===== src/rtl/gpl_cfg.svh =====
// gpl_cfg.svh - offsets, field positions, reset values and timing counts
// assumes: included by bare name from the filter, pwm channel and top design files of the io pin unit
`ifndef GPL_CFG_SVH
`define GPL_CFG_SVH

// ----------------------------------------------------------------------
// register offsets in the upstream port space
// ----------------------------------------------------------------------
`define GPL_OFF_CONFIG    12'h62C
`define GPL_OFF_FLAGS     12'h630
`define GPL_OFF_DUTY      12'h634
`define GPL_OFF_RAMP      12'h638
`define GPL_OFF_DIVIDER   12'h63C

// ----------------------------------------------------------------------
// field layout
// ----------------------------------------------------------------------
`define GPL_NUM_PINS      4
`define GPL_CFG_W         24
`define GPL_INLVL_LSB     24
`define GPL_BYTE_W        8
`define GPL_DUTY_MAX      8'hFF
`define GPL_DUTY_MIN      8'h00
`define GPL_STEP_LAST     8'hFF
`define GPL_RAMP_OFF      8'h00

// ----------------------------------------------------------------------
// reset values
// ----------------------------------------------------------------------
`define GPL_RST_CONFIG    24'h000000
`define GPL_RST_DUTY      32'h00000000
`define GPL_RST_RAMP      32'h00000000
`define GPL_RST_DIVIDER   8'h00
`define GPL_RST_FLAGS     4'h0

// ----------------------------------------------------------------------
// timing: 250 MHz core clock, 62.5 MHz step reference
// ----------------------------------------------------------------------
`define GPL_CLK_HZ        250000000
`define GPL_REF_HZ        62500000
`define GPL_PRESCALE_LAST 2'(`GPL_CLK_HZ / `GPL_REF_HZ - 1)
`define GPL_DIV_ZERO      9'h100
`define GPL_DB_TIME_NS    1000
`define GPL_DB_CYCLES     16'(`GPL_DB_TIME_NS * (`GPL_CLK_HZ / 1000000) / 1000)

`endif


===== src/rtl/gpl_pkg.sv =====
// gpl_pkg.sv - types shared by the io pin unit
// assumes: gpl_cfg.svh holds the numbers these types carry
package gpl_pkg;

    // per-pin control fields held in the pin config register
    typedef struct packed {
        logic [3:0] ramp_down;
        logic [3:0] irq_en;
        logic [3:0] db_en;
        logic [3:0] pwm_en;
        logic [3:0] out_lvl;
        logic [3:0] dir_out;
    } gpl_pin_cfg_s;

    // one access on the internal configuration port
    typedef struct packed {
        logic        wr;
        logic        rd;
        logic [11:0] addr;
        logic [31:0] wdata;
    } gpl_cfg_req_s;

endpackage


===== src/rtl/gpl_in_filter.sv =====
// gpl_in_filter.sv - pin synchroniser with optional de-bounce and change pulse
// assumes: pin_i is asynchronous to clk_i; one instance per pin
`include "gpl_cfg.svh"

module gpl_in_filter #(
    parameter logic [15:0] DB_CYCLES = `GPL_DB_CYCLES
) (
    input  wire logic clk_i,
    input  wire logic sys_rst_i,
    input  wire logic pin_i,
    input  wire logic db_en_i,
    output logic      level_o,
    output logic      change_o
);
    import gpl_pkg::*;

    logic [2:0]  sync_reg;
    logic [2:0]  sync_next;
    logic        acc_reg;
    logic        acc_next;
    logic        level_reg;
    logic        level_next;
    logic        chg_reg;
    logic        chg_next;
    logic [15:0] cnt_reg;
    logic [15:0] cnt_next;

    // three-stage sync, level accepted once stages two and three agree
    always_comb begin
        sync_next  = {sync_reg[1:0], pin_i};
        acc_next   = (sync_reg[1] == sync_reg[2]) ? sync_reg[2] : acc_reg;
        level_next = level_reg;
        chg_next   = 1'b0;
        cnt_next   = 16'h0000;
        if (acc_reg != level_reg) begin
            // stable-time filter, bypassed when de-bounce is off
            if (!db_en_i || cnt_reg >= DB_CYCLES - 16'h0001) begin
                level_next = acc_reg;
                chg_next   = 1'b1;
            end else begin
                cnt_next = cnt_reg + 16'h0001;
            end
        end
    end

    always_ff @(posedge clk_i) begin
        if (sys_rst_i) begin
            sync_reg  <= 3'h0;
            acc_reg   <= 1'b0;
            level_reg <= 1'b0;
            chg_reg   <= 1'b0;
            cnt_reg   <= 16'h0000;
        end else begin
            sync_reg  <= sync_next;
            acc_reg   <= acc_next;
            level_reg <= level_next;
            chg_reg   <= chg_next;
            cnt_reg   <= cnt_next;
        end
    end

    assign level_o  = level_reg;
    assign change_o = chg_reg;

    // a change pulse always marks a new level
    chg_level_a: assert property (@(posedge clk_i) disable iff (sys_rst_i)
        change_o |-> level_o != $past(level_o))
        else $error("change pulse without level change");
endmodule


===== src/rtl/gpl_pwm_chan.sv =====
// gpl_pwm_chan.sv - one pwm compare and its ramp cycle counter
// assumes: step_i and cycle_end_i come from the shared step generator
`include "gpl_cfg.svh"

module gpl_pwm_chan (
    input  wire logic       clk_i,
    input  wire logic       sys_rst_i,
    input  wire logic [7:0] step_i,
    input  wire logic       cycle_end_i,
    input  wire logic [7:0] duty_i,
    input  wire logic [7:0] ramp_n_i,
    input  wire logic       clear_i,
    output logic            pwm_o,
    output logic            bump_o
);
    import gpl_pkg::*;

    logic [7:0] cnt_reg;
    logic [7:0] cnt_next;
    logic       bump_reg;
    logic       bump_next;
    logic       pwm_reg;
    logic       pwm_next;

    // high for duty steps, low for the rest of the cycle
    always_comb begin
        pwm_next  = step_i < duty_i;
        bump_next = 1'b0;
        cnt_next  = cnt_reg;
        if (clear_i || ramp_n_i == `GPL_RAMP_OFF) begin
            cnt_next = 8'h00;
        end else if (cycle_end_i) begin
            if (cnt_reg + 8'h01 >= ramp_n_i) begin
                cnt_next  = 8'h00;
                bump_next = 1'b1;
            end else begin
                cnt_next = cnt_reg + 8'h01;
            end
        end
    end

    always_ff @(posedge clk_i) begin
        if (sys_rst_i) begin
            cnt_reg  <= 8'h00;
            bump_reg <= 1'b0;
            pwm_reg  <= 1'b0;
        end else begin
            cnt_reg  <= cnt_next;
            bump_reg <= bump_next;
            pwm_reg  <= pwm_next;
        end
    end

    assign pwm_o  = pwm_reg;
    assign bump_o = bump_reg;

    // a ramp step only follows a completed pwm cycle
    ramp_cause_a: assert property (@(posedge clk_i) disable iff (sys_rst_i)
        bump_o |-> $past(cycle_end_i) && $past(ramp_n_i) != 8'h00)
        else $error("ramp step without cycle end");
endmodule


===== src/rtl/gpl_io_top.sv =====
// gpl_io_top.sv - four-pin io unit: lane status, input events, static and pwm out
// assumes: one 250 MHz clock, config writes from eeprom, smbus or software
//          arrive on one internal port, lane status comes from link logic
`include "gpl_cfg.svh"

module gpl_io_top #(
    parameter logic [15:0] DB_CYCLES = `GPL_DB_CYCLES
) (
    input  wire logic                 clk_i,
    input  wire logic                 sys_rst_i,
    input  wire gpl_pkg::gpl_cfg_req_s cfg_req_i,
    output logic [31:0]               cfg_rdata_o,
    output logic                      cfg_rvalid_o,
    input  wire logic                 pin_function_select_i,
    input  wire logic [3:0]           lane_good_n_i,
    input  wire logic [3:0]           general_io_pin_i,
    output logic [3:0]                general_io_pin_o,
    output logic [3:0]                general_io_pin_oe_o,
    output logic                      event_pending_o
);
    import gpl_pkg::*;

    // ------------------------------------------------------------------
    // state and wires
    // ------------------------------------------------------------------
    gpl_pin_cfg_s cfg_reg;
    gpl_pin_cfg_s cfg_next;
    logic [3:0]   flags_reg;
    logic [3:0]   flags_next;
    logic [31:0]  duty_reg;
    logic [31:0]  duty_next;
    logic [31:0]  ramp_reg;
    logic [31:0]  ramp_next;
    logic [7:0]   div_reg;
    logic [7:0]   div_next;
    logic [31:0]  rdata_reg;
    logic [31:0]  rdata_next;
    logic         rvalid_reg;
    logic         rvalid_next;
    logic [1:0]   pre_reg;
    logic [1:0]   pre_next;
    logic [8:0]   divcnt_reg;
    logic [8:0]   divcnt_next;
    logic [7:0]   step_reg;
    logic [7:0]   step_next;
    logic [3:0]   pin_reg;
    logic [3:0]   pin_next;
    logic [3:0]   oe_reg;
    logic [3:0]   oe_next;
    logic         pend_reg;
    logic         pend_next;

    logic         wr_cfg;
    logic         wr_flags;
    logic         wr_duty;
    logic         wr_ramp;
    logic         wr_div;
    logic         ref_tick;
    logic         step_tick;
    logic         cycle_end;
    logic [8:0]   divisor;
    logic [3:0]   in_lvl;
    logic [3:0]   in_chg;
    logic [3:0]   pwm_out;
    logic [3:0]   bump;

    // ------------------------------------------------------------------
    // register decode
    // ------------------------------------------------------------------
    // every config source shares this single write port
    assign wr_cfg   = cfg_req_i.wr && cfg_req_i.addr == `GPL_OFF_CONFIG;
    assign wr_flags = cfg_req_i.wr && cfg_req_i.addr == `GPL_OFF_FLAGS;
    assign wr_duty  = cfg_req_i.wr && cfg_req_i.addr == `GPL_OFF_DUTY;
    assign wr_ramp  = cfg_req_i.wr && cfg_req_i.addr == `GPL_OFF_RAMP;
    assign wr_div   = cfg_req_i.wr && cfg_req_i.addr == `GPL_OFF_DIVIDER;

    // ------------------------------------------------------------------
    // per-pin input filters and pwm channels
    // ------------------------------------------------------------------
    for (genvar i = 0; i < `GPL_NUM_PINS; i++) begin : g_pin
        gpl_in_filter #(
            .DB_CYCLES (DB_CYCLES)
        ) u_filter (
            .clk_i     (clk_i),
            .sys_rst_i (sys_rst_i),
            .pin_i     (general_io_pin_i[i]),
            .db_en_i   (cfg_reg.db_en[i]),
            .level_o   (in_lvl[i]),
            .change_o  (in_chg[i])
        );
        gpl_pwm_chan u_pwm (
            .clk_i       (clk_i),
            .sys_rst_i   (sys_rst_i),
            .step_i      (step_reg),
            .cycle_end_i (cycle_end),
            .duty_i      (duty_reg[i*`GPL_BYTE_W +: `GPL_BYTE_W]),
            .ramp_n_i    (ramp_reg[i*`GPL_BYTE_W +: `GPL_BYTE_W]),
            .clear_i     (wr_ramp),
            .pwm_o       (pwm_out[i]),
            .bump_o      (bump[i])
        );
    end

    // ------------------------------------------------------------------
    // shared step generator
    // ------------------------------------------------------------------
    // 00h selects the largest divisor
    assign divisor   = (div_reg == `GPL_RST_DIVIDER) ? `GPL_DIV_ZERO
                                                     : {1'b0, div_reg};
    assign ref_tick  = pre_reg == `GPL_PRESCALE_LAST;
    assign step_tick = ref_tick && divcnt_reg == divisor - 9'h001;
    assign cycle_end = step_tick && step_reg == `GPL_STEP_LAST;

    // prescale to 62.5 MHz, divide, count 256 steps for all pins
    always_comb begin
        pre_next    = ref_tick ? 2'h0 : pre_reg + 2'h1;
        divcnt_next = divcnt_reg;
        step_next   = step_reg;
        if (wr_div) begin
            divcnt_next = 9'h000; // restart so a smaller divisor is not overrun
        end else if (ref_tick) begin
            divcnt_next = step_tick ? 9'h000 : divcnt_reg + 9'h001;
        end
        if (step_tick) begin
            step_next = step_reg + 8'h01;
        end
    end

    always_ff @(posedge clk_i) begin
        if (sys_rst_i) begin
            pre_reg    <= 2'h0;
            divcnt_reg <= 9'h000;
            step_reg   <= 8'h00;
        end else begin
            pre_reg    <= pre_next;
            divcnt_reg <= divcnt_next;
            step_reg   <= step_next;
        end
    end

    // ------------------------------------------------------------------
    // software registers and hardware updates
    // ------------------------------------------------------------------
    always_comb begin
        cfg_next   = wr_cfg ? gpl_pin_cfg_s'(cfg_req_i.wdata[`GPL_CFG_W-1:0]) : cfg_reg;
        ramp_next  = wr_ramp ? cfg_req_i.wdata : ramp_reg;
        div_next   = wr_div ? cfg_req_i.wdata[`GPL_BYTE_W-1:0] : div_reg;
        duty_next  = duty_reg;
        flags_next = flags_reg;
        for (int i = 0; i < `GPL_NUM_PINS; i++) begin
            if (wr_duty) begin
                duty_next[i*`GPL_BYTE_W +: `GPL_BYTE_W] =
                    cfg_req_i.wdata[i*`GPL_BYTE_W +: `GPL_BYTE_W];
            end else if (bump[i] && cfg_reg.pwm_en[i]) begin
                // step toward the chosen end and stop there
                if (cfg_reg.ramp_down[i]) begin
                    if (duty_reg[i*`GPL_BYTE_W +: `GPL_BYTE_W] != `GPL_DUTY_MIN) begin
                        duty_next[i*`GPL_BYTE_W +: `GPL_BYTE_W] =
                            duty_reg[i*`GPL_BYTE_W +: `GPL_BYTE_W] - 8'h01;
                    end
                end else if (duty_reg[i*`GPL_BYTE_W +: `GPL_BYTE_W] != `GPL_DUTY_MAX) begin
                    duty_next[i*`GPL_BYTE_W +: `GPL_BYTE_W] =
                        duty_reg[i*`GPL_BYTE_W +: `GPL_BYTE_W] + 8'h01;
                end
            end
            // sticky event flag, a new event beats the write-one clear
            if (wr_flags && cfg_req_i.wdata[i]) begin
                flags_next[i] = 1'b0;
            end
            if (in_chg[i] && cfg_reg.irq_en[i] && !cfg_reg.dir_out[i]) begin
                flags_next[i] = 1'b1;
            end
        end
    end

    always_ff @(posedge clk_i) begin
        if (sys_rst_i) begin
            cfg_reg   <= gpl_pin_cfg_s'(`GPL_RST_CONFIG);
            flags_reg <= `GPL_RST_FLAGS;
            duty_reg  <= `GPL_RST_DUTY;
            ramp_reg  <= `GPL_RST_RAMP;
            div_reg   <= `GPL_RST_DIVIDER;
        end else begin
            cfg_reg   <= cfg_next;
            flags_reg <= flags_next;
            duty_reg  <= duty_next;
            ramp_reg  <= ramp_next;
            div_reg   <= div_next;
        end
    end

    // ------------------------------------------------------------------
    // read port
    // ------------------------------------------------------------------
    // unmapped offsets read as zero
    always_comb begin
        rvalid_next = cfg_req_i.rd;
        rdata_next  = rdata_reg;
        if (cfg_req_i.rd) begin
            case (cfg_req_i.addr)
                `GPL_OFF_CONFIG:  rdata_next = {4'h0, in_lvl, cfg_reg};
                `GPL_OFF_FLAGS:   rdata_next = {28'h0000000, flags_reg};
                `GPL_OFF_DUTY:    rdata_next = duty_reg;
                `GPL_OFF_RAMP:    rdata_next = ramp_reg;
                `GPL_OFF_DIVIDER: rdata_next = {24'h000000, div_reg};
                default:          rdata_next = 32'h00000000;
            endcase
        end
    end

    always_ff @(posedge clk_i) begin
        if (sys_rst_i) begin
            rdata_reg  <= 32'h00000000;
            rvalid_reg <= 1'b0;
        end else begin
            rdata_reg  <= rdata_next;
            rvalid_reg <= rvalid_next;
        end
    end

    // ------------------------------------------------------------------
    // pin drivers
    // ------------------------------------------------------------------
    // lane status by default, then static level or pwm per pin
    always_comb begin
        pin_next  = 4'h0;
        oe_next   = 4'h0;
        pend_next = |(flags_reg & cfg_reg.irq_en);
        for (int i = 0; i < `GPL_NUM_PINS; i++) begin
            if (pin_function_select_i) begin
                pin_next[i] = lane_good_n_i[i];
                oe_next[i]  = 1'b1;
            end else if (cfg_reg.dir_out[i]) begin
                pin_next[i] = cfg_reg.pwm_en[i] ? pwm_out[i] : cfg_reg.out_lvl[i];
                oe_next[i]  = 1'b1;
            end
        end
    end

    always_ff @(posedge clk_i) begin
        if (sys_rst_i) begin
            pin_reg  <= 4'h0;
            oe_reg   <= 4'h0;
            pend_reg <= 1'b0;
        end else begin
            pin_reg  <= pin_next;
            oe_reg   <= oe_next;
            pend_reg <= pend_next;
        end
    end

    assign cfg_rdata_o         = rdata_reg;
    assign cfg_rvalid_o        = rvalid_reg;
    assign general_io_pin_o    = pin_reg;
    assign general_io_pin_oe_o = oe_reg;
    assign event_pending_o     = pend_reg;

    // ------------------------------------------------------------------
    // checks
    // ------------------------------------------------------------------
    lane_route_a: assert property (@(posedge clk_i) disable iff (sys_rst_i)
        pin_function_select_i |=> general_io_pin_oe_o == 4'hF
                                  && general_io_pin_o == $past(lane_good_n_i))
        else $error("lane status not routed to pins");

    static_out_a: assert property (@(posedge clk_i) disable iff (sys_rst_i)
        !pin_function_select_i && cfg_reg.dir_out[0] && !cfg_reg.pwm_en[0]
        |=> general_io_pin_oe_o[0] && general_io_pin_o[0] == $past(cfg_reg.out_lvl[0]))
        else $error("static output level wrong");

    pin_read_a: assert property (@(posedge clk_i) disable iff (sys_rst_i)
        cfg_req_i.rd && cfg_req_i.addr == `GPL_OFF_CONFIG
        |=> cfg_rvalid_o && cfg_rdata_o[27:24] == $past(in_lvl))
        else $error("pin level read wrong");

    edge_flag_a: assert property (@(posedge clk_i) disable iff (sys_rst_i)
        in_chg[0] && cfg_reg.irq_en[0] && !cfg_reg.dir_out[0] |=> flags_reg[0])
        else $error("pin change not flagged");

    flag_hold_a: assert property (@(posedge clk_i) disable iff (sys_rst_i)
        flags_reg[0] && !(wr_flags && cfg_req_i.wdata[0]) |=> flags_reg[0])
        else $error("event flag lost without clear");

    step_fast_a: assert property (@(posedge clk_i) disable iff (sys_rst_i)
        step_tick && div_reg == 8'h01 && !wr_div ##1 !wr_div [*3] |=> step_tick)
        else $error("fastest step not four clocks");

    step_wrap_a: assert property (@(posedge clk_i) disable iff (sys_rst_i)
        step_tick && step_reg == 8'hFF |=> step_reg == 8'h00)
        else $error("step count not 256");

    ramp_stop_a: assert property (@(posedge clk_i) disable iff (sys_rst_i)
        duty_reg[7:0] == 8'hFF && !cfg_reg.ramp_down[0] && !wr_duty
        |=> duty_reg[7:0] == 8'hFF)
        else $error("ramp passed the top");
endmodule


===== config.mk =====
export PLATFORM = sky130hd
export DESIGN_NAME = gpl_io_top
export DESIGN_NICKNAME = d
export VERILOG_FILES = /design/src/rtl/gpl_pkg.sv /design/src/rtl/gpl_in_filter.sv /design/src/rtl/gpl_pwm_chan.sv /design/src/rtl/gpl_io_top.sv
export VERILOG_INCLUDE_DIRS = /design/src /design/src/rtl
export SDC_FILE = /design/constraint.sdc
export NUM_CORES = 1
export LEC_CHECK = 0
export ABC_CLOCK_PERIOD_IN_PS = 2800
export BUFFER_PORTS_ARGS = -buffer_cell sky130_fd_sc_hd__buf_2
export CORE_UTILIZATION = 40
export CTS_CLUSTER_SIZE = 30
export DETAILED_ROUTE_END_ITERATION = 8
export GPL_TIMING_DRIVEN = 0
export SYNTH_ARGS = -nofsm -noshare
export SYNTH_HDL_FRONTEND = slang
export SYNTH_SLANG_ARGS = --single-unit

===== constraint.sdc =====
create_clock -name clk_i -period 2.8 [get_ports clk_i]
set_input_delay 0 -clock clk_i [delete_from_list [all_inputs] [get_ports clk_i]]
set_output_delay 0 -clock clk_i [all_outputs]
set_load 0.05 [all_outputs]

* Word-level counts from Yosys, hierarchy flattened *
Index checks and enable logic that the tools add are counted.

word-level totals
  flip-flop bits (word level) = 289
  output and inout port bits = 42
  word-level logic and storage cells = 268
  input bits = 57

operators by class
  multiplexer cells = 63
  equality and inequality tests = 24
  bitwise logic cells = 6
  magnitude comparators = 12
  reduce and logical (&&, ||, !) cells = 87
  $add $sub $neg = 20

operator list
  cell                                                                      count
  8-bit two-way mux                                                         24
  32-bit one-hot mux with 5 select lines                                    1
  8-bit by 1-bit adder with 8-bit output (second input constant)            9
  16-bit by 1-bit adder with 16-bit output (second input constant)          4
  16-bit by 8-bit >= comparator with 1-bit output (second input constant)   4
  12-bit by 11-bit == test with 1-bit output (second input constant)        5
  8-bit zero test                                                           5
  1-bit two-way mux                                                         36
  8-bit >= comparator                                                       4
  8-bit < comparator                                                        4
  8-bit inequality test (second input constant)                             4
  8-bit nonzero test                                                        4
  8-bit by 1-bit subtractor with 8-bit output (second input constant)       4
  3-bit OR reduction                                                        8
  1-bit logical AND                                                         23
  2-bit OR reduction                                                        10
  9-bit two-way mux                                                         2
  2-bit nonzero test                                                        8
  3-bit by 1-bit inequality test with 1-bit output (second input constant)  4
  3-bit AND reduction                                                       4
  3-bit nonzero test                                                        4
  9-bit by 1-bit adder with 9-bit output (second input constant)            1
  9-bit == test                                                             1
  9-bit by 1-bit subtractor with 9-bit output (second input constant)       1
  other kinds (11)                                                          38

* Logic depth before layout (Yosys ltp) *
  word-level depth = 8
  depth in mapped cells = 12
  gate-level depth less buffers = 11

* Hierarchy *
A second synthesis with hierarchy kept.

second synthesis, totals
  cell total of the unflattened synthesis = 1745
  area, all modules = 15005.6 µm²

by module, submodules not included
  module         sequential area each (µm²)  area an instance (µm²)  cells an instance  times used
  gpl_io_top     3223.1                      8369.3                  1021               1
  gpl_pwm_chan   200.2                       922.1                   112                4
  gpl_in_filter  440.4                       737.0                   69                 4

* Least setup slack after synthesis *
OpenSTA, ideal clock, no wires.

  path type = register to register
  start point = reg div_reg[1]
  end point = reg g_pin[0].u_pwm.cnt_reg[4]
  arrival = 2.834 ns
  path buffers = 2
  stages on the path, launching flop included = 11
  path slack = -0.108 ns
  clock period less this slack = 2.908 ns
  data required time = 2.726 ns
  setup time = 0.074 ns
  cells stage by stage = dfxtp_1 -> inv_1 -> ha_1 -> clkbuf_1 -> a31o_2 -> a2111oi_2 -> or4b_1 -> or3_4 -> buf_6 -> or4_1 -> a31oi_1

between the ends
  longest elaborated chain between the ends = 6

ends and longest elaborated chain
  element                                          line                RTL
  start, declared                                  gpl_io_top.sv:34    logic [7:0] div_reg;
  start signal, assigned                           gpl_io_top.sv:182   div_reg <= `GPL_RST_DIVIDER;
  start signal, assigned                           gpl_io_top.sv:188   div_reg <= div_next;
  8-bit zero test (no line)                        n/a
  9-bit two-way mux (*)                            gpl_io_top.sv:108   assign divisor = (div_reg == `GPL_RST_DIVIDER) ? `GPL_DIV_ZERO
  9-bit by 1-bit subtractor with 9-bit output (*)  gpl_io_top.sv:111   assign step_tick = ref_tick && divcnt_reg == divisor - 9'h001;
  9-bit == test (*)                                gpl_io_top.sv:111
  1-bit logical AND (*)                            gpl_io_top.sv:111
  1-bit logical AND (no line) (*)                  n/a
  end signal, assigned                             gpl_pwm_chan.sv:48  cnt_reg <= cnt_next;
  end, declared                                    gpl_pwm_chan.sv:18  logic [7:0] cnt_reg;

Every way passes the cells marked *; elsewhere a longest branch is shown, timed or not.
A chain may end at the register's enable or synchronous reset.

* Worst setup path after layout *
  start point = reg div_reg[0]
  end point = reg g_pin[3].u_pwm.cnt_reg[3]

between the ends
  longest elaborated chain between the ends = 6

ends and longest elaborated chain
  element                                          line
  8-bit zero test (no line)                        n/a
  9-bit two-way mux (*)                            gpl_io_top.sv:108
  9-bit by 1-bit subtractor with 9-bit output (*)  gpl_io_top.sv:111
  9-bit == test (*)                                gpl_io_top.sv:111
  1-bit logical AND (*)                            gpl_io_top.sv:111
  1-bit logical AND (no line) (*)                  n/a
  end signal, assigned                             gpl_pwm_chan.sv:48
  end, declared                                    gpl_pwm_chan.sv:18

Marked as above.

==> results.yml <==
status:
  status: "finished, violations left"
  violations: "DRC, setup timing"
setup_path:
  start_kind: "register"
  critPathRequiredTime_ns: 3.25
  worstSetupStartpoint: "div_reg[0]$_SDFFE_PP0P_"
  cpMaxStageDelayCell: "or4b_4"
  critical_path.cell_chain: "inv_6 -> ha_4 -> a31o_4 -> a2111oi_4 -> or4b_4 -> or3_4 -> buf_6 -> buf_8 -> or4b_4 -> a21oi_2"
  endpoint: "g_pin[3].u_pwm.cnt_reg[3]$_SDFFE_PP0P_"
  r2r_slack_ns: -0.23
  cp_common_cell: "or4b_4"
  regToRegEndpoint: "g_pin[3].u_pwm.cnt_reg[3]$_SDFFE_PP0P_"
  crit_type: "register to register"
  max_stage_delay_ns: 0.51
  crit_fanout: 6
  arrival_ns: 3.48
  worstReg2RegStart: "div_reg[0]$_SDFFE_PP0P_"
  crit_path_end_kind: "register"
  worstRegToRegCells: 10
place:
  hpwl_um: 35280
  numPortBuffers: 98
  gp_congestion: 0.9313
  place_ws_ns: -0.8306
synth:
  netlist_area_um2: 14500
  synth_top_flop_cell: "dfxtp_1"
  ys_ff_latch: 289
  synth_enable_flop_cells: 0
  synth_cells: 1718
  syn_avg_cell_area_um2: 8.437
  yosysSeqAreaShare: 0.3991
  ys_types: 61
  synth-async-reset-ratio: 0
  ys.warnings.count: 0
sta:
  slew_headroom: 0.1698
  finalMaxSlewViolations: 0
  worst_pin_slew_ns: 1.236
  setup_violations: 23
  finalCritPeriodShare: 1.081
  finalClockSkew_ns: 0.01834
  fin_ws_ns: -0.2280
  hold_violations: 0
  fmax_mhz: 330.2
  rsz0062_at_grt: "true"
  fin_crit_ns: 3.028
  fin_setup_tns_ns: -3.059
cts:
  tritoncts: "built"
  ctsRootBufferMaster: "clkbuf_16"
  clkSinkCount: 289
  ctsLongestPathBuffers: 3
  h-tree-depth: 2
  path_clk_slew_ns: 0.06
  clk_latency_ns: 0.53
  numCtsBuffers: 35
grt:
  grt_max_degree: 14
  grt_usage: 0.2638
  overflow: 0
  grt_pass1_wl_um: 73950
  grt_pass1_vias: 12850
  antenna_found_initial: 0
die:
  die_x_um: 192.4
  start_util: 0.4065
  dieHeight_um: 192.4
  fp-row-count: 69
  die_area_um2: 37000
  core_area_um2: 35660
  ioPinCount: 99
cells_and_area:
  final_cell_mix: "279 x dfxtp_1, 196 x nand2_1, 146 x nor2_1"
  antenna_cells: 0
  fillCellCount: 3406
  fin_nets: 2114
  mostFrequentLayoutCell: "dfxtp_1"
  largest_reg_flops: 64
  area_delta_synth_final_pct: 23.53
  drive_gt1_frac: 0.1390
min_path:
  hold_class: "input port to register"
pwr:
  ir_drop_mv: 0.3451
  p_leak_nw: 6.819
  powerDensity_nw_per_um2: 507.3
job:
  max-cap-violations: 0
detailed_routing:
  ant_nets: 0
  remaining_drc_errors: 17
  vias: 13640
  wirelength_um: 49070
  drt-initial-drc-count: 1183
  dr.pass1.iters: 9
  wire_per_inst_um: 20.18
  via_per_inst: 5.606
-- kinds of logic (layout without fill, tap and decap cells) --
logic type,count (synthesis),after routing,share of synthesized area
AO/OA/AOI/OAI,348,348,0.1561
flip-flops,289,289,0.3991
XOR/XNOR,87,87,0.05257
other,1,32,0.0002587
AND/OR/NAND/NOR,680,680,0.2295
adder cells (fa/ha/maj),109,109,0.09616
buffers and inverters,177,399,0.04722
multiplexers,27,27,0.01908
-- worst min path at each step --
stage | startpoint | end | cells past startpoint
3_5_place_dp | general_io_pin_i[3] | g_pin[3].u_filter.sync_reg[0]$_SDFF_PP0_ | 2
5_1_grt | cfg_req_i[35] | flags_reg[0]$_SDFFE_PP0P_ | 5
6_report | cfg_req_i[38] | cfg_rdata_o[10]$_SDFFE_PP0P_ | 6
3_3_place_gp | general_io_pin_i[3] | g_pin[3].u_filter.sync_reg[0]$_SDFF_PP0_ | 2
4_1_cts | cfg_req_i[35] | flags_reg[0]$_SDFFE_PP0P_ | 5
2_1_floorplan | general_io_pin_i[0] | g_pin[0].u_filter.sync_reg[0]$_SDFF_PP0_ | 1
-- Yosys cell counts, types with 4 or more instances --
| cell | count | area share |
|---|---|---|
| o31a_1 | 11 | 0.0066 |
| nand4_1 | 21 | 0.0091 |
| or3_1 | 14 | 0.0060 |
| buf_2 | 4 | 0.0014 |
| and2_1 | 5 | 0.0022 |
| or4b_1 | 5 | 0.0035 |
| or4_1 | 8 | 0.0041 |
| nor2b_1 | 35 | 0.015 |
| xor2_1 | 37 | 0.022 |
| mux2i_1 | 22 | 0.015 |
| and3_1 | 14 | 0.0060 |
| a31oi_1 | 12 | 0.0052 |
| dfxtp_1 | 289 | 0.40 |
| a222oi_1 | 24 | 0.017 |
| a22o_1 | 8 | 0.0048 |
| nand3b_1 | 6 | 0.0031 |
| nor3_1 | 37 | 0.013 |
| a22oi_1 | 4 | 0.0021 |
| ha_1 | 105 | 0.091 |
| o21ai_0 | 39 | 0.013 |
| a21oi_1 | 155 | 0.054 |
| inv_1 | 99 | 0.026 |
| a21boi_0 | 4 | 0.0021 |
| nand3_1 | 73 | 0.025 |
| nand2_1 | 206 | 0.053 |
| nand2b_1 | 49 | 0.021 |
| a311oi_1 | 4 | 0.0024 |
| mux2_2 | 5 | 0.0039 |
| a211o_1 | 8 | 0.0048 |
| a211oi_1 | 27 | 0.014 |
| nand4b_1 | 7 | 0.0042 |
| buf_1 | 10 | 0.0026 |
| nor2_1 | 148 | 0.038 |
| nor3b_1 | 10 | 0.0052 |
| fa_1 | 4 | 0.0055 |
| nor4_1 | 33 | 0.014 |
| a21o_1 | 15 | 0.0078 |
| xnor2_1 | 50 | 0.030 |
| o211ai_1 | 7 | 0.0036 |
| o2111ai_1 | 6 | 0.0036 |
| a221oi_1 | 4 | 0.0024 |
| clkbuf_1 | 62 | 0.016 |
| o21a_1 | 7 | 0.0036 |
-- worst max-delay path, delay by kind of cell, from the launching register on --
family	cells	cell delay, ns
adder cells (fa/ha/maj)	1	0.17
AO/OA/AOI/OAI	3	0.71
buffers and inverters	3	0.32
flip-flops	1	0.37
AND/OR/NAND/NOR	3	1.37
-- final cells by class --
class / instances / area [um^2] / area share
Clock buffer: 47 / 982.2 / 0.05485
Multi-Input combinational cell: 1283 / 8506 / 0.4750
Tap cell: 461 / 576.8 / 0.03221
Timing Repair Buffer: 164 / 1117 / 0.06240
Inverter: 99 / 379.1 / 0.02117
Clock inverter: 13 / 162.7 / 0.009084
Sequential cell: 289 / 5806 / 0.3242
Buffer: 76 / 376.6 / 0.02103
-- routing by layer --
layer | vias to the layer above | global-route usage | part of all wire
met3 | 124 | 0.05037 | 0.085
met1 | 6459 | 0.3499 | 0.43
met4 | 0 | 0.1220 | 0.046
li1 | 6479 | - | -
met5 | - | 0 | 0
met2 | 573 | 0.4123 | 0.44
-- what timing repair did --
action                                  4_1_cts  5_1_grt
resized for setup                            51       77
endpoints found under the setup margin       53       89
buffers inserted                             13        9
pin swaps                                    14       29
gates cloned                                  2        0
hold endpoints to repair                    112        0
hold buffers                                 42        0
-- through the flow --
stage                     instance area (um^2)  hold WS [ns]  std cells    util  power (mW)
after floorplan                          14660        0.1282       1749       -       4.392
after global placement                   15730        0.2209       2308  0.4410       4.556
after detailed placement                 15750        0.2254       2309  0.4416       4.560
after CTS                                17600       0.05890       2424  0.4936       9.154
after global routing                     17910        0.1171       2432  0.5022       9.343
final                                    17910       0.09250       2432  0.5022       9.084
-- report_power, final --
part | switching (mW) | internal [mW]
sequential | 0.0171 | 4.16
clock | 1.82 | 2.74
combinational | 0.235 | 0.114
(Power assumes the default switching activity.)
